### src/logic/frs_pkg.sv
/*
 * Shared constants and types of the field-rate side channel framer.
 * Assumes byte-wide transport packets of 188 bytes starting at a sop strobe.
 */
package frs_pkg;
   typedef logic [9:0] frs_cnt_t;
   typedef logic [7:0] frs_byte_t;
   typedef logic signed [3:0] frs_sym_t;

   // Cadence: packets per field and per cadence period
   localparam frs_cnt_t FIELD_PKTS = 10'h138;
   localparam frs_cnt_t CAD_PERIOD = 10'h270;
   localparam int BLK_BITS = int'(FIELD_PKTS);

   // Side-channel block layout, msb first
   localparam logic [15:0] FRSC_SYNC = 16'hB847;
   localparam int SYNC_W = 16;
   localparam int CTL_W = 24;
   localparam int MODE_W = 24;
   localparam int RES_W = 92;
   localparam int TAIL_W = 28;
   localparam int ECC_W = 128;
   localparam int DFS_W = MODE_W + RES_W;
   localparam int DFS_MSB = BLK_BITS - 1 - SYNC_W - CTL_W;

   // Packet byte positions
   localparam frs_byte_t TEI_IDX = 8'h01;
   localparam int TEI_BIT = 7;
   localparam frs_byte_t PID_HI_IDX = 8'h01;
   localparam frs_byte_t PID_LO_IDX = 8'h02;
   localparam frs_byte_t SUBTYPE_IDX = 8'h04;
   localparam frs_byte_t TRL_FIRST = 8'hA0;
   localparam frs_byte_t TRL_LAST = 8'hA4;
   localparam frs_byte_t ECC_FIRST = 8'hA8;
   localparam frs_byte_t LAST_IDX = 8'hBB;

   // Control packet identity, values arbitrary
   localparam logic [12:0] TCP_PID_DEF = 13'h0100;
   localparam frs_byte_t TCP_SUBTYPE_DEF = 8'h5A;

   // Field sync symbol levels
   localparam frs_sym_t SYM_POS = 4'sh5;
   localparam frs_sym_t SYM_NEG = 4'shB;
endpackage

### src/logic/frs_link_if.sv
/*
 * Studio link between adapter and transmitter: a byte stream with valid and
 * packet start. Both ends share one clock; the link has no back-pressure.
 */
`timescale 1ns/10ps
interface frs_link_if;
   logic [7:0] data;
   logic valid;
   logic sop;

   modport adapter (output data, valid, sop);
   modport xmtr (input data, valid, sop);
endinterface

### src/logic/frs_pkt_track.sv
/*
 * Packet tracker: byte index of the current byte and detection of a
 * transmitter control packet by identifier and subtype.
 * Assumes sop marks byte 0 and valid qualifies every byte.
 */
`timescale 1ns/10ps
module frs_pkt_track import frs_pkg::*; #(
   parameter logic [12:0] PID = TCP_PID_DEF,
   parameter frs_byte_t SUBTYPE = TCP_SUBTYPE_DEF
) (
   // Clock and reset
   input wire logic ref_clk_i,
   input wire logic rst_i,
   // Observed stream
   input wire logic valid_i,
   input wire logic sop_i,
   input wire frs_byte_t data_i,
   // Position and identity
   output frs_byte_t idx_o,
   output logic tcp_o
);
   frs_byte_t cnt_q;
   logic [4:0] pid_hi_q;
   logic pid_ok_q;
   logic tcp_q;
   wire at_end = (idx_o == LAST_IDX);

   assign idx_o = sop_i ? 8'h00 : cnt_q;
   // Identity is known only after the subtype byte
   assign tcp_o = tcp_q && !sop_i;

   always_ff @(posedge ref_clk_i) begin
      if (rst_i) begin
         cnt_q <= 8'h00;
         pid_hi_q <= 5'h00;
         pid_ok_q <= 1'b0;
         tcp_q <= 1'b0;
      end else if (valid_i) begin
         cnt_q <= at_end ? idx_o : idx_o + 8'h01;
         if (sop_i) begin
            tcp_q <= 1'b0;
         end
         if (idx_o == PID_HI_IDX) begin
            pid_hi_q <= data_i[4:0];
         end
         if (idx_o == PID_LO_IDX) begin
            pid_ok_q <= ({pid_hi_q, data_i} == PID);
         end
         if (idx_o == SUBTYPE_IDX) begin
            tcp_q <= pid_ok_q && (data_i == SUBTYPE);
         end
      end
   end
endmodule

### src/logic/frs_adapter.sv
/*
 * Adapter end: fills control packets in two stages around an external
 * processing model, fills dummy bytes and spreads the side-channel block over
 * the error-indicator bit of each field's packets.
 * Assumes the model returns the stream in order and the RS parity arrives
 * with the payload on side_ecc_i.
 */
// Summary of operation
// - one side-channel bit per packet, 312 per field
// - bit rides in transport error indicator position
// - transmitter clears that bit after extraction
// - first byte msb follows the cadence point
// - last parity lsb precedes next cadence point
// - side channel sent on every link
// - transmitter emits mode and spare bits
// - odd field zero is -5, even inverted
// - changes emitted at first following sync segment
// - new mode adopted one field later
// - control data written into matching packet
// - stage one fills all but trellis/parity
// - stage two inserts trellis and parity late
// - transmitter restores default bytes bit-exact
// - stage one data broadcast unaltered
// - block carries sync segment and control data
// - dummy byte positions carry control data
// - block opens with fixed 16-bit sync word
// - 23 payload plus 16 parity bytes
// - cadence point at wrap from 623 to zero
`timescale 1ns/10ps
module frs_adapter import frs_pkg::*; #(
   parameter logic [12:0] TCP_PID = TCP_PID_DEF,
   parameter frs_byte_t TCP_SUBTYPE = TCP_SUBTYPE_DEF
) (
   // Clock and reset
   input wire logic ref_clk_i,
   input wire logic rst_i,
   // Incoming transport stream
   input wire frs_byte_t ts_data_i,
   input wire logic ts_valid_i,
   input wire logic ts_sop_i,
   // Stage one control data, looked up by byte index
   output frs_byte_t tcp_idx_o,
   input wire frs_byte_t tcp_stage1_i,
   // Dummy byte channel
   input wire logic dummy_en_i,
   input wire logic dummy_pos_i,
   input wire frs_byte_t dummy_ctl_i,
   // Processing model tap
   output frs_byte_t model_data_o,
   output logic model_valid_o,
   output logic model_sop_o,
   input wire frs_byte_t model_data_i,
   input wire logic model_valid_i,
   input wire logic model_sop_i,
   // Stage two trellis and parity data
   output frs_byte_t tcp2_idx_o,
   input wire frs_byte_t tcp_stage2_i,
   // Side-channel content
   input wire logic cad_clr_i,
   input wire logic [CTL_W-1:0] side_ctl_i,
   input wire logic [MODE_W-1:0] field_sync_mode_bits_i,
   input wire logic [RES_W-1:0] dfs_reserved_i,
   input wire logic [TAIL_W-1:0] side_tail_i,
   input wire logic [ECC_W-1:0] side_ecc_i,
   // Cadence status
   output logic cadence_point_o,
   output logic field_odd_o,
   // Studio link
   frs_link_if.adapter link
);
   frs_byte_t in_idx;
   logic in_tcp;
   frs_byte_t ret_idx;
   logic ret_tcp;

   frs_byte_t model_data_q;
   logic model_valid_q;
   logic model_sop_q;
   frs_byte_t link_data_q;
   logic link_valid_q;
   logic link_sop_q;

   frs_cnt_t cnt_q;
   frs_cnt_t cnt_nxt;
   logic cad_q;
   logic [BLK_BITS-1:0] blk_q;

   // Stage one: input side, before the model
   frs_pkt_track #(
      .PID(TCP_PID),
      .SUBTYPE(TCP_SUBTYPE)
   ) u_track_in (
      .ref_clk_i(ref_clk_i),
      .rst_i(rst_i),
      .valid_i(ts_valid_i),
      .sop_i(ts_sop_i),
      .data_i(ts_data_i),
      .idx_o(in_idx),
      .tcp_o(in_tcp)
   );

   // Trellis states and parity are left at defaults for the model
   wire in_late = (in_idx >= TRL_FIRST && in_idx <= TRL_LAST) || (in_idx >= ECC_FIRST);
   wire in_fill = in_tcp && !in_late;
   wire in_dummy = dummy_en_i && dummy_pos_i;
   wire frs_byte_t stage1_byte = in_fill ? tcp_stage1_i : (in_dummy ? dummy_ctl_i : ts_data_i);

   assign tcp_idx_o = in_idx;

   always_ff @(posedge ref_clk_i) begin
      if (rst_i) begin
         model_data_q <= 8'h00;
         model_valid_q <= 1'b0;
         model_sop_q <= 1'b0;
      end else begin
         model_valid_q <= ts_valid_i;
         model_sop_q <= ts_valid_i && ts_sop_i;
         if (ts_valid_i) begin
            model_data_q <= stage1_byte;
         end
      end
   end

   assign model_data_o = model_data_q;
   assign model_valid_o = model_valid_q;
   assign model_sop_o = model_sop_q;

   // Return side: stage two and side channel
   frs_pkt_track #(
      .PID(TCP_PID),
      .SUBTYPE(TCP_SUBTYPE)
   ) u_track_ret (
      .ref_clk_i(ref_clk_i),
      .rst_i(rst_i),
      .valid_i(model_valid_i),
      .sop_i(model_sop_i),
      .data_i(model_data_i),
      .idx_o(ret_idx),
      .tcp_o(ret_tcp)
   );

   assign tcp2_idx_o = ret_idx;

   wire ret_late = (ret_idx >= TRL_FIRST && ret_idx <= TRL_LAST) || (ret_idx >= ECC_FIRST);
   // Late insertion only, so stage one bytes reach the link untouched
   wire ret_fill = ret_tcp && ret_late;
   wire ret_tei = (ret_idx == TEI_IDX);
   wire ret_pkt = model_valid_i && model_sop_i;

   // Counter pair, one step per packet; wrap marks the cadence point
   wire cnt_wrap = cad_clr_i || (cnt_q == CAD_PERIOD - 10'h001);
   assign cnt_nxt = cnt_wrap ? 10'h000 : cnt_q + 10'h001;
   wire new_field = ret_pkt && (cnt_nxt == 10'h000);
   // Reload at both field starts, else the second field of a period runs empty
   wire fld_load = ret_pkt && (cnt_nxt == 10'h000 || cnt_nxt == FIELD_PKTS);

   // Full block: sync, control, sync segment bits, tail, parity
   wire logic [BLK_BITS-1:0] blk_d = {FRSC_SYNC, side_ctl_i, field_sync_mode_bits_i,
                                     dfs_reserved_i, side_tail_i, side_ecc_i};

   // Side bit is the block msb; the block shifts once per packet
   wire side_bit = blk_q[BLK_BITS-1];

   frs_byte_t ret_byte;
   always_comb begin
      ret_byte = model_data_i;
      if (ret_tei) begin
         ret_byte[TEI_BIT] = side_bit;
      end
      if (ret_fill) begin
         ret_byte = tcp_stage2_i;
      end
   end

   always_ff @(posedge ref_clk_i) begin
      if (rst_i) begin
         cnt_q <= CAD_PERIOD - 10'h001;
         cad_q <= 1'b0;
      end else begin
         cad_q <= new_field;
         if (ret_pkt) begin
            cnt_q <= cnt_nxt;
         end
      end
   end

   // Load at each field start so its first packet carries the msb
   always_ff @(posedge ref_clk_i) begin
      if (rst_i) begin
         blk_q <= '0;
      end else if (fld_load) begin
         blk_q <= blk_d;
      end else if (model_valid_i && ret_tei) begin
         blk_q <= {blk_q[BLK_BITS-2:0], 1'b0};
      end
   end

   always_ff @(posedge ref_clk_i) begin
      if (rst_i) begin
         link_data_q <= 8'h00;
         link_valid_q <= 1'b0;
         link_sop_q <= 1'b0;
      end else begin
         link_valid_q <= model_valid_i;
         link_sop_q <= ret_pkt;
         if (model_valid_i) begin
            link_data_q <= ret_byte;
         end
      end
   end

   assign link.data = link_data_q;
   assign link.valid = link_valid_q;
   assign link.sop = link_sop_q;

   assign cadence_point_o = cad_q;
   assign field_odd_o = (cnt_q < FIELD_PKTS);
endmodule

### src/flat_wrapper.sv
// flat-port wrapper written by rule: the top's interface ports become plain ports
module frs_adapter_flat import frs_pkg::*;
#(
   parameter logic [12:0] TCP_PID = TCP_PID_DEF,
   parameter frs_byte_t TCP_SUBTYPE = TCP_SUBTYPE_DEF
)
  (ref_clk_i, rst_i, ts_data_i, ts_valid_i, ts_sop_i, tcp_idx_o, tcp_stage1_i, dummy_en_i, dummy_pos_i, dummy_ctl_i, model_data_o, model_valid_o, model_sop_o, model_data_i, model_valid_i, model_sop_i, tcp2_idx_o, tcp_stage2_i, cad_clr_i, side_ctl_i, field_sync_mode_bits_i, dfs_reserved_i, side_tail_i, side_ecc_i, cadence_point_o, field_odd_o, link_data, link_valid, link_sop);
  frs_link_if link_i ();
  input wire logic ref_clk_i;
  input wire logic rst_i;
  input wire frs_byte_t ts_data_i;
  input wire logic ts_valid_i;
  input wire logic ts_sop_i;
  output frs_byte_t tcp_idx_o;
  input wire frs_byte_t tcp_stage1_i;
  input wire logic dummy_en_i;
  input wire logic dummy_pos_i;
  input wire frs_byte_t dummy_ctl_i;
  output frs_byte_t model_data_o;
  output logic model_valid_o;
  output logic model_sop_o;
  input wire frs_byte_t model_data_i;
  input wire logic model_valid_i;
  input wire logic model_sop_i;
  output frs_byte_t tcp2_idx_o;
  input wire frs_byte_t tcp_stage2_i;
  input wire logic cad_clr_i;
  input wire logic [CTL_W-1:0] side_ctl_i;
  input wire logic [MODE_W-1:0] field_sync_mode_bits_i;
  input wire logic [RES_W-1:0] dfs_reserved_i;
  input wire logic [TAIL_W-1:0] side_tail_i;
  input wire logic [ECC_W-1:0] side_ecc_i;
  output logic cadence_point_o;
  output logic field_odd_o;
  output wire logic [$bits(link_i.data)-1:0] link_data;
  output wire logic [$bits(link_i.valid)-1:0] link_valid;
  output wire logic [$bits(link_i.sop)-1:0] link_sop;
  assign link_data = link_i.data;
  assign link_valid = link_i.valid;
  assign link_sop = link_i.sop;
  frs_adapter #(.TCP_PID(TCP_PID), .TCP_SUBTYPE(TCP_SUBTYPE)) u_core (.ref_clk_i(ref_clk_i), .rst_i(rst_i), .ts_data_i(ts_data_i), .ts_valid_i(ts_valid_i), .ts_sop_i(ts_sop_i), .tcp_idx_o(tcp_idx_o), .tcp_stage1_i(tcp_stage1_i), .dummy_en_i(dummy_en_i), .dummy_pos_i(dummy_pos_i), .dummy_ctl_i(dummy_ctl_i), .model_data_o(model_data_o), .model_valid_o(model_valid_o), .model_sop_o(model_sop_o), .model_data_i(model_data_i), .model_valid_i(model_valid_i), .model_sop_i(model_sop_i), .tcp2_idx_o(tcp2_idx_o), .tcp_stage2_i(tcp_stage2_i), .cad_clr_i(cad_clr_i), .side_ctl_i(side_ctl_i), .field_sync_mode_bits_i(field_sync_mode_bits_i), .dfs_reserved_i(dfs_reserved_i), .side_tail_i(side_tail_i), .side_ecc_i(side_ecc_i), .cadence_point_o(cadence_point_o), .field_odd_o(field_odd_o), .link(link_i));
endmodule
### config.mk
export PLATFORM = sky130hd
export DESIGN_NAME = frs_adapter_flat
export DESIGN_NICKNAME = d
export VERILOG_FILES = /design/src/logic/frs_pkg.sv /design/src/logic/frs_link_if.sv /design/src/logic/frs_pkt_track.sv /design/src/logic/frs_adapter.sv /design/src/flat_wrapper.sv
export SDC_FILE = /design/constraint.sdc
export NUM_CORES = 1
export LEC_CHECK = 0
export BUFFER_PORTS_ARGS = -buffer_cell sky130_fd_sc_hd__buf_2
export CAP_MARGIN = 20
export CORE_UTILIZATION = 50
export CTS_CLUSTER_SIZE = 16
export DETAILED_ROUTE_END_ITERATION = 7
export GPL_TIMING_DRIVEN = 0
export HOLD_SLACK_MARGIN = 0.02
export PLACE_DENSITY_LB_ADDON = 0.25
export SETUP_SLACK_MARGIN = 0.15
export SYNTH_ARGS = -nofsm -noshare
export SYNTH_HDL_FRONTEND = slang
export SYNTH_SLANG_ARGS = --single-unit
### constraint.sdc
create_clock -name ref_clk_i -period 4 [get_ports ref_clk_i]
set_input_delay 0.6 -clock ref_clk_i [delete_from_list [all_inputs] [get_ports ref_clk_i]]
set_output_delay 0.6 -clock ref_clk_i [all_outputs]
set_load 0.05 [all_outputs]
* Word level (Yosys, flattened, before mapping)
Cells that the tools add are included.
** Word-level totals
- Output and inout bits :: 38
- Input bits :: 345
- Logic and storage cells :: 89
- Register bits after elaboration :: 373
** Cells by class
- Add/subtract/negate cells :: 3
- Equality and inequality tests :: 14
- Mux-type cells :: 15
- $lt $le $gt $ge :: 7
- Reduce and logical (&&, ||, !) cells :: 32
** Operators with widths (number)
- 2-to-1 mux 312 bit :: 2
- 2-to-1 mux 8 bit :: 7
- greater-or-equal comparator 8 bit, second input constant :: 4
- equality test 13 x 9 -> 1 bit, second input constant :: 2
- adder 8 x 1 -> 8 bit, second input constant :: 2
- equality test 8 x 1 -> 1 bit, second input constant :: 2
- equality test 8 x 2 -> 1 bit, second input constant :: 2
- equality test 8 x 3 -> 1 bit, second input constant :: 2
- equality test 8 x 7 -> 1 bit, second input constant :: 2
- equality test 8 bit, second input constant :: 2
- <= comparator 8 bit, second input constant :: 2
- logical AND 1 bit :: 14
- AND reduction 2 bit :: 6
- adder 10 x 1 -> 10 bit, second input constant :: 1
- equality test 10 bit, second input constant :: 1
- equality test 10 x 9 -> 1 bit, second input constant :: 1
- zero test 10 bit :: 1
- < comparator 10 x 9 -> 1 bit, second input constant :: 1
- 2-to-1 mux 10 bit :: 1
- nonzero test 2 bit :: 3
- 2-to-1 mux 1 bit :: 5
- logical OR 1 bit :: 4
- zero test 1 bit :: 3
- OR reduction 2 bit :: 1

* Depth between registers and ports, before layout
Gate-level depths: netlist (run 1).
- Depth after elaboration :: 7
- Gate-level depth with buffers :: 12
- Depth with buffers taken out :: 9

* Cells and area by module
A second synthesis (run 1) with hierarchy kept.
** Unflattened totals
- Cell total of the unflattened synthesis :: 2183
- Area total of the unflattened synthesis :: 17956.0 um^2
** Modules (own cells, without submodules)
- frs_adapter :: seq. area each 6866.6 um^2, area each 15996.6 um^2, times used 1, cells an instance 1967
- frs_pkt_track :: seq. area each 300.3 um^2, area each 979.7 um^2, times used 2, cells an instance 108

* Least setup slack after synthesis (run 1)
Ideal clock, no wire load.
- Path kind :: input -> register
- Start point :: in model_sop_i
- End point :: reg u_core.link_data_q[7] (netlist: u_core.link.data[7])
- Data arrival time :: 3.596 ns
- Setup slack :: 0.276 ns
- Cell stages on the path :: 11
- Setup time :: 0.128 ns
- Path buffers :: 2
- Data required time :: 3.872 ns
- Cells stage by stage :: clkbuf_1 > nor2b_1 > inv_1 > ha_1 > or4b_2 > a21oi_1 > and3b_1 > clkbuf_1 > mux2_2 > mux2i_1 > nor2_1
** On the way
- Cells in the longest elaborated chain, start to end :: 6
- Elaborated cells between the ends (all ways) :: 12
- Those cells by class :: 3 x order compare; 1 x eq/ne; 3 x mux; 5 x reduce/logical
** Ends and longest elaborated chain
- from (decl) :: line flat_wrapper.sv:24 : input wire logic model_sop_i;
- 2-to-1 mux 8 bit * :: line frs_pkt_track.sv:28 : assign idx_o = sop_i ? 8'h00 : cnt_q;
- via tcp2_idx_o[1] :: line flat_wrapper.sv:25 : output frs_byte_t tcp2_idx_o;
- greater-or-equal comparator 8 bit or <= comparator 8 bit (tied branches) :: line frs_adapter.sv:144 : wire ret_late = (ret_idx >= TRL_FIRST && ret_idx <= TRL_LAST) || (ret_idx >= ECC_FIRST);
- logical AND 1 bit :: line frs_adapter.sv:144
- logical OR 1 bit :: line frs_adapter.sv:144
- logical AND 1 bit :: line frs_adapter.sv:146 : wire ret_fill = ret_tcp && ret_late;
- 2-to-1 mux 8 bit * :: line frs_adapter.sv:170 : if (ret_fill) begin
- to (signal assigned) :: line frs_adapter.sv:207 : link_data_q <= ret_byte;
- to (decl) :: line frs_adapter.sv:79 : frs_byte_t link_data_q;
The timed path passes the listed nets; every way through them passes the cells marked *.
A chain may end at the register's enable or synchronous reset.

* Worst setup path in the final report (run 1)
- Start point :: reg u_core.cnt_q[0]
- End point :: reg u_core.blk_q[9]
** On the way
- Cells in the longest elaborated chain, start to end :: 7
- Elaborated cells between the ends (all ways) :: 10
- Those cells by class :: 1 x add/sub; 2 x eq/ne; 2 x mux; 5 x reduce/logical
** Ends and longest elaborated chain
- from (decl) :: line frs_adapter.sv:83 : frs_cnt_t cnt_q;
- from (signal assigned) :: line frs_adapter.sv:177 : cnt_q <= CAD_PERIOD - 10'h001;
- from (signal assigned) :: line frs_adapter.sv:182 : cnt_q <= cnt_nxt;
- parallel branches: the longest is 2 deep, another holds adder 10 x 1 -> 10 bit
- 2-to-1 mux 10 bit * :: line frs_adapter.sv:152 : assign cnt_nxt = cnt_wrap ? 10'h000 : cnt_q + 10'h001;
- equality test 10 x 9 -> 1 bit or zero test 10 bit (tied branches) :: line frs_adapter.sv:155 : wire fld_load = ret_pkt && (cnt_nxt == 10'h000 || cnt_nxt == FIELD_PKTS);
- logical OR 1 bit * :: line frs_adapter.sv:155
- logical AND 1 bit * :: line frs_adapter.sv:155
- 2-to-1 mux 312 bit or nonzero test 2 bit (tied branches)
- to (signal assigned) :: line frs_adapter.sv:192 : blk_q <= blk_d;
- to (signal assigned) :: line frs_adapter.sv:194 : blk_q <= {blk_q[BLK_BITS-2:0], 1'b0};
- to (decl) :: line frs_adapter.sv:86 : logic [BLK_BITS-1:0] blk_q;
Mark *: on every way between the ends.

==> results of run 1 <==
path summary, 6_finish.rpt:
| path | slack (ns) | startpoint | end | depth (start not counted) |
|---|---|---|---|---|
| setup / recovery | 0.51 | u_core.cnt_q[0] | u_core.blk_q[9] | 11 |
| hold / removal | 0.35 | model_data_i[2] | u_core.u_track_ret.pid_hi_q[2] | 3 |
| setup reg to reg | 0.51 | u_core.cnt_q[0] | u_core.blk_q[9] | 11 |
| hold reg to reg | 0.45 | u_core.blk_q[298] | u_core.blk_q[299] | 2 |
power by group through the flow:
stage / Sequential, mW / Clock, mW / Combinational (mW)
after detailed placement: 4.17 / 0 / 1.42
after CTS: 4.10 / 4.18 / 1.43
after floorplan: 4.19 / 0 / 0.940
after global routing: 4.13 / 4.35 / 1.56
after global placement: 4.17 / 0 / 1.37
final: 4.11 / 4.13 / 1.43
placed cells by master (no fill, tap or decap), drive strengths merged, types with 12 or more instances in the layout:
master	n
nor3	302
nor2	41
clkbuf	239
a21oi	46
nor2b	16
o21ai	29
buf	430
dfxtp	373
nand2	683
a31oi	12
nand3	32
inv	12
diode	13
a311oi	295
cell families (layout without fill, tap and decap cells):
kind of cell,after synthesis,in the layout,synth area share
simple gates,1132,1132,0.261
compound gates,421,421,0.263
flops,373,373,0.399
buf+inv,241,694,0.0616
mux,13,13,0.00709
fa+ha+maj,9,9,0.00602
xor+xnor,4,4,0.00187
other cells,0,13,0
layout make-up:
class,count,share of cell area
well taps,468,0.0258
plain buffers,228,0.0486
diodes,13,0.00143
multi-input cells,1579,0.444
flip-flops and latches,373,0.329
repair buffers,380,0.0840
clock inverters,13,0.00837
clock buffers,61,0.0570
inverters,12,0.00198
flip-flops by register name (all words and copies together), names as in the netlist, 5 cells and up:
signal,count
u_core.u_track_in.cnt_q,8
u_core.model_data_o,8
u_core.cnt_q,10
u_core.blk_q,312
u_core.u_track_ret.pid_hi_q,5
u_core.link.data,8
u_core.u_track_in.pid_hi_q,5
u_core.u_track_ret.cnt_q,8
stage by stage:
| step | power (mW) | TNS (ns) | area [sq um] | worst slack, ns |
|---|---|---|---|---|
| floorplan | 5.13 | 0 | 18700 | 0.276 |
| global placement | 5.54 | -10.47 | 21200 | -0.112 |
| detailed placement | 5.59 | -15.57 | 21200 | -0.186 |
| CTS | 9.71 | 0 | 22700 | 0.344 |
| global route | 10.0 | 0 | 22700 | 0.337 |
| finish | 9.66 | 0 | 22700 | 0.506 |
metal layers:
layer | global-route usage | up-vias | wire length, microns | share of wire
li1 | - | 8788 | - | -
met3 | 0.0544 | 126 | 3690 | 0.067
met2 | 0.459 | 595 | 25600 | 0.46
met5 | 0 | - | 86 | 0.0015
met4 | 0.108 | 14 | 1780 | 0.032
met1 | 0.365 | 8651 | 24300 | 0.44
worst min-delay path, stage by stage:
cell,delay (ns)
buf_2,0.12
nand2_1,0.06
a21oi_1,0.05
==> reports/summary.md, run 1 <==
The run finished with clean final reports. The peak fanout along the critical path was 10; the top-level I/O count was 383. The count of pins over their slew limit is 0. Setup violations remaining at the end of the flow were counted as 0. The overall die area was 38200 sq um. The net count after synthesis is 2547. The first global-routing pass estimated 88300 microns of wire. In the synthesized netlist the dominant register cell turns out to be dfxtp_1.

The number of buffers inserted by post-CTS setup repair was 0; the number of vias per cell was 5.81. The mean cell area of the mapped netlist was 8.53 sq um; the gate count after technology mapping was 2193. Detailed placement ended at an HPWL of 40100 microns. The commonest cells after synthesis are nand2_1 (683), dfxtp_1 (373), nor3_1 (302). On the final layout, the worst clock skew is 0.0144 ns. The number of distinct library cells after synthesis was 53. The run gives 42 as the number of buffers created by CTS. The fraction of power spent switching nets was 0.267. The fraction of layout cells with a size suffix above 1 is 0.285, and the flip-flop and latch area is 7470 sq um. The delay contributed by the slowest stage of the critical path is 0.63 ns, and the aggregate global-route resource usage is 0.281. The sequential area share after synthesis came out at 0.399.

The logs give 17476 for the number of global-route vias before repair and 0 for the number of failing hold endpoints at the final stage. TritonCTS built the clock tree. The power density of the placed cells came out at 425 nW/um^2. STA classifies the critical path endpoint as a flip-flop. Yosys attributes the largest share of cell area to dfxtp_1 (40%), a311oi_2 (20%), nand2_1 (14%), nor3_1 (8.1%), clkbuf_1 (3.6%). The logs give 2970 for the count of nets after finishing and 0 for the post-CTS resize count. The clock edge transition at the registers on the reported setup and hold paths is 0.06 ns, and the leakage dissipation is 7.84 nW. The tools report the fill cell instance count of the final layout as 3175. The clock insertion delay at the later pin of the skew report was 0.53 ns; the aggregate routed wire length was 55500 microns.

The post-layout minimum cycle time works out to 3.49 ns. The number of port buffers works out to 379. Buffers plus inverters on the worst setup path: 4.

Setup repair after global routing left no endpoint under its margin. The count of flip-flops with a built-in enable after synthesis was 0. The first detailed-routing pass ran for 6 iterations.

The mapped netlist covers 18700 sq um. After floorplanning, the core was divided into 70 placement rows. The tools report the number of antenna violations at the first check in global routing as 18. Counting stages on the worst path, the most repeated cell is clkbuf_1. After detailed placement, the design holds a cell count of 3041. The routed layout has 18174 vias.

The H-tree was split into 2 levels. The initial standard-cell utilization of the core is 0.510, and the required time of the critical path is 4.43 ns. The top-area cell type share of the netlist area is 0.399. For the max-capacitance violation count, the log shows 0.

Traced cell by cell, the critical path runs through ha_1, buf_4, nand3_2, or3_1, o2111ai_1, a21o_1, buf_2, clkbuf_1, clkbuf_1, nor3_1, a311oi_2. The maximum resistive drop on vdd is 0.323 mV, and the die outline width is 195 microns. The tools report the worst path arrival time as 3.92 ns. The tightest hold path in the finished design has a slack of 0.353 ns. The proportion of register bits with asynchronous set or reset after synthesis came out at 0. At the end of routability-driven placement, the weighted congestion stood at 0.915. For this design the total switching power over the nets is 2.58 mW.

The die is 195 microns tall. After detailed routing, the average wire length per cell comes to 17.7 microns. The path type of the worst setup path was flip-flop to flip-flop. The slowest stage of the critical path is the clkbuf_1 cell.

Combinational cell fraction of total power: 0.148. Share of total power in sequential cells: 0.425. Cell internal power was estimated by the tool at 7.08 mW. Once layout is complete, the cells apart from fillers number 3127.

The min-delay analysis places its worst path in the category primary input to flip-flop. The remaining antenna violation count was 0. The most common cell in the synthesized netlist is nand2_1.

The gate family responsible for the most delay along the worst path is buffers and inverters. At the pin with the least slew margin, the transition time is 0.860 ns. The logs give 0.427 for the clock network fraction of total power and 373 for the number of clock sinks.

For the area of the multi-input gates, the log shows 10100 sq um. After synthesis the netlist holds a flip-flop and latch count of 373. The longest clock path from root to sink contains 3 buffers. The logs give 0.619 for the fraction of the core area covered by cells at the end of the flow and 0 for the number of remaining DRC errors.

The region available for standard cell placement spans 36700 sq um. The post-route fraction of the period consumed by the critical path was 0.874. The number of warnings printed during yosys synthesis was 0; the final global-route overflow total was 0. The largest total area in the synthesized netlist belongs to dfxtp_1. Entering global routing, the biggest net connects 14 pins.

The run gives 286 MHz as the maximum clock rate. The worst slew margin relative to its limit was 0.427; the cts-stage hold buffer count was 0. The tree is rooted in a clkbuf_16. Layout overhead on the synthesized area: 21.4%.

The nature of the critical path startpoint is a flip-flop. The detailed router finished its first iteration with 1178 violations.
No activity file was read; power rests on OpenSTA's default activity.
==> run 2: changes to the inputs <==
--- a/config.mk
+++ b/config.mk
@@ -8,12 +8,15 @@
 export BUFFER_PORTS_ARGS = -buffer_cell sky130_fd_sc_hd__buf_2
 export CAP_MARGIN = 20
 export CORE_UTILIZATION = 50
+export CTS_CLUSTER_DIAMETER = 30
 export CTS_CLUSTER_SIZE = 16
 export DETAILED_ROUTE_END_ITERATION = 7
 export GPL_TIMING_DRIVEN = 0
 export HOLD_SLACK_MARGIN = 0.02
+export MAX_ROUTING_LAYER = met4
 export PLACE_DENSITY_LB_ADDON = 0.25
 export SETUP_SLACK_MARGIN = 0.15
 export SYNTH_ARGS = -nofsm -noshare
 export SYNTH_HDL_FRONTEND = slang
+export SYNTH_HIERARCHICAL = 1
 export SYNTH_SLANG_ARGS = --single-unit
==> run 2 against run 1 <==
Effect of this change:
- clock power up 72%
- sequential share of layout area fell by 1.1 points
- final area rose by 3.6%
- die area fell by 4.0%
- setup slack got worse by 0.020 ns
- combinational power down 15%
- hold slack worse by 0.12 ns
- synthesized cell count decreased by 0.46%
- area after synthesis down 4.1%
- clock-buffer cell count is 54 higher
- cell count up 3.1%
==> reports/summary.md, run 2 <==
For the number of failing hold endpoints at the final stage, the log shows 0. The run gives 33 as the number of antenna violations at the first check in global routing. Setup repair after global routing left no endpoint under its margin. The tools report the maximum clock rate as 285 MHz.

The setup path with the least slack is of type flip-flop to flip-flop. For the H-tree depth, the log shows 3. The cell that appears most often on the critical path is clkbuf_1. The sequential area share after synthesis is 0.416. The most frequent standard cell in the layout excluding fill and tap cells is nand2_1. The kind of capture point of the worst setup path was a flip-flop. The initial standard-cell utilization of the core was 0.506; the count of nets after finishing was 3000. Counting along the longest clock path gives a buffer depth of 3.

Across all layers, the routed design uses 18813 vias. Clock tree synthesis selected as its root buffer the cell clkbuf_16. Across the run, the number of max-cap violations was 0. Setup violations remaining at the end of the flow were counted as 0. The proportion of register bits with asynchronous set or reset after synthesis is 0, and the number of iterations in the first detailed-routing pass is 7. The fraction of layout cells with a size suffix above 1 is 0.231, and the overall die area is 36700 sq um. The run gives 1668 as the detailed router's first-iteration violation count. The met1 track utilization from global routing was 0.353. Walking the worst path, the cells encountered are clkbuf_1, nor2b_1, nor4_1, nand2_1, nor2_1, clkbuf_1, clkbuf_1, nand2_1, a21oi_1, a32o_1. Measured along the y axis, the die boundary spans 192 microns. Counting distinct cell types in the post-synthesis netlist gives 73. The design draws 12.3 mW.

The number of global-route vias before repair came out at 17528. For the worst setup path, the data arrival time is 4.05 ns. The layout overhead on the synthesized area works out to 31.1%. Across the routed clock network, the largest skew measured is 0.0162 ns. The slowest stage of the critical path belongs to the cell clkbuf_1. The analysis attributes to cell leakage a power of 8.83 nW. After detailed routing, the total wire length is 56200 microns.

The prevailing post-synth register cell was dfxtp_1. For the minimum hold slack, the log shows 0.235 ns. During synthesis, Yosys emitted a total of 6 warnings. The number of nets in the synthesized netlist is 2529. For this design the top-level I/O count stands at 383. Met3 usage in global routing: 0.0777. The post-layout minimum cycle time came out at 3.51 ns. Yosys mapped a number of flops with a built-in enable equal to 0. The top cell types in the final layout, fill and taps aside, are nand2_1 (623), buf_2 (410), dfxtp_1 (373), a21oi_1 (337), a32o_1 (295). The synthesized design contains 373 register bits. The power density of the placed cells was 523 nW/um^2.

Once detailed placement completed, the half-perimeter wirelength came to 38200 microns. The row count came out at 69. TritonCTS built the clock tree. The synthesized design spends more area on one cell type than any other, namely dfxtp_1.

The register with the highest flop count was u_core/blk_q. The clock drives 373 sinks. The number of instances in the placed design is 3025, and the maximum resistive drop on vdd is 0.551 mV. Summing every instance area after synthesis gives 18000 sq um.

Counting the fill cells in the layout gives 2963. Port buffering added 381 buffers. The number of remaining DRC errors came out at 0.

The run gives 2183 as the gate count after technology mapping. The core region is 35500 sq um. In this run, CTS created clock tree buffers numbering 86. The register with the most flip-flops in the layout has 312 of them. Wire length of the first global-routing pass: 86700 microns. After global routing, the most crowded layer is met2. The maximum number of pins on one net before global-route repair is 13, and the peak fanout along the critical path is 10.

Data on the critical path is required at its endpoint by 4.54 ns. The detail route stage leaves a number of antenna-violating nets equal to 0. From left edge to right edge, the die measures 192 microns. After clock tree synthesis, the clock-pin slew on the worst setup and hold paths is 0.05 ns. The run gives 0.414 as the worst slew margin relative to its limit. STA classifies the critical path startpoint as a flip-flop. For the placer's final routability congestion estimate, the log shows 0.926.

A synthesized cell averages 8.23 sq um. On the worst path, the slowest cell contributes a delay of 0.65 ns. The path class of the tightest hold or removal check is primary input to flip-flop.

Number of vias per cell: 5.84. In the post-synthesis netlist, the biggest area contributors are dfxtp_1 (42%), a32o_1 (16%), nand2_1 (13%), a21oi_1 (9.4%), clkbuf_1 (3.3%). In the final layout, the registers with the most flip-flops are u_core/blk_q x312, u_core/cnt_q x10.

The aggregate global-route resource usage was 0.302. The most common cell in the synthesized netlist is nand2_1. The top-area cell type share of the netlist area was 0.416; the number of buffers inserted by post-CTS setup repair was 0. The count of pins over their slew limit was 0; the global-route met2 utilization was 0.485.

The number of standard cells in the layout, taps in and fillers out was 3223; the sum of negative setup slack was 0 ns. The flow ran to the end, and the final reports show no timing, DRC or antenna violations. The clock insertion delay at the later pin of the skew report came out at 0.60 ns. In the final routed layout, each cell accounts on average for 17.4 microns. The post-route fraction of the period consumed by the critical path works out to 0.879. Summed over all layers, the global routing overflow is 0. At the pin with the least slew margin, the transition time is 0.875 ns. The commonest cells after synthesis are nand2_1 (623), dfxtp_1 (373), a21oi_1 (337).
## run 2: cell types whose count changed in the layout (fill, tap and decap cells not counted), sizes merged, moves of 21 or more
cell    before  now
nor3       302   16
nand3       32   11
a32o         0  295
mux2i       11   38
diode       13   39
buf        430  451
a21oi       46  337
a311oi     295    2
nand2      683  625
clkbuf     239  273
## run 2: cell families (layout without fill, tap and decap cells)
kind of cell	Yosys count	in the layout	synth area share
mux	43	43	0.0243
fa+ha+maj	1	1	0.000697
xor+xnor	3	3	0.00146
compound gates	701	701	0.286
buf+inv	238	778	0.0674
simple gates	824	824	0.204
other cells	0	39	0
flops	373	373	0.416
## run 2: area by class of cell
| class | instances | area, sq um | share of cell area |
|---|---|---|---|
| antenna | 39 | 97.6 | 0.00415 |
| buffer | 228 | 1170 | 0.0498 |
| clock buffer | 115 | 2410 | 0.102 |
| clock inverter | 42 | 571 | 0.0242 |
| inverter | 10 | 37.5 | 0.00159 |
| multi-input combinational | 1572 | 9290 | 0.394 |
| sequential | 373 | 7470 | 0.317 |
| tap | 461 | 577 | 0.0245 |
| timing repair buffer | 383 | 1920 | 0.0815 |
## run 2: timing repair
action / 4_1_cts / 5_1_grt
gates resized for setup: 0 / 1
endpoints found under the setup margin: 0 / 17
hold buffers: 0 / 0
## run 2: worst max-delay path: cells and delay by family (launching register included)
family                 cells  cell delay (ns)
DFF                        1             0.32
buffers and inverters      3             1.31
and+or+nand+nor            5             1.50
AOI/OAI and AO/OA          2             0.31
## run 2: where the power goes
part	switching, mW	total (mW)	internal [mW]
sequential	0.0897	3.99	3.90
combinational	0.762	1.22	0.454
clock	2.17	7.09	4.92
total	3.02	12.3	9.28
## run 2: through the flow
stage	setup slack [ns]	area [sq um]	util
after CTS	0.345	23400	0.660
final	0.486	23500	0.663
after floorplan	0.754	18000	-
after global routing	0.210	23500	0.663
after global placement	-0.00860	20400	0.576
after detailed placement	-0.0486	20400	0.576
## run 2: worst paths after layout
check / from / end / slack [ns] / cells after the start
worst min-delay path: dfs_reserved_i[81] / u_core/blk_q[237] / 0.24 / 2
worst min register to register: u_core/model_data_o[1] / u_core/model_data_o[1] / 0.47 / 2
worst max register to register: u_core/u_track_ret/cnt_q[1] / u_core/blk_q[35] / 0.49 / 10
worst max-delay path: u_core/u_track_ret/cnt_q[1] / u_core/blk_q[35] / 0.49 / 10
## run 2: metal layers
metal,vias up,share of wire
met3,120,0.090
met5,-,0
met1,8910,0.40
li1,9000,-
met2,783,0.48
met4,0,0.032
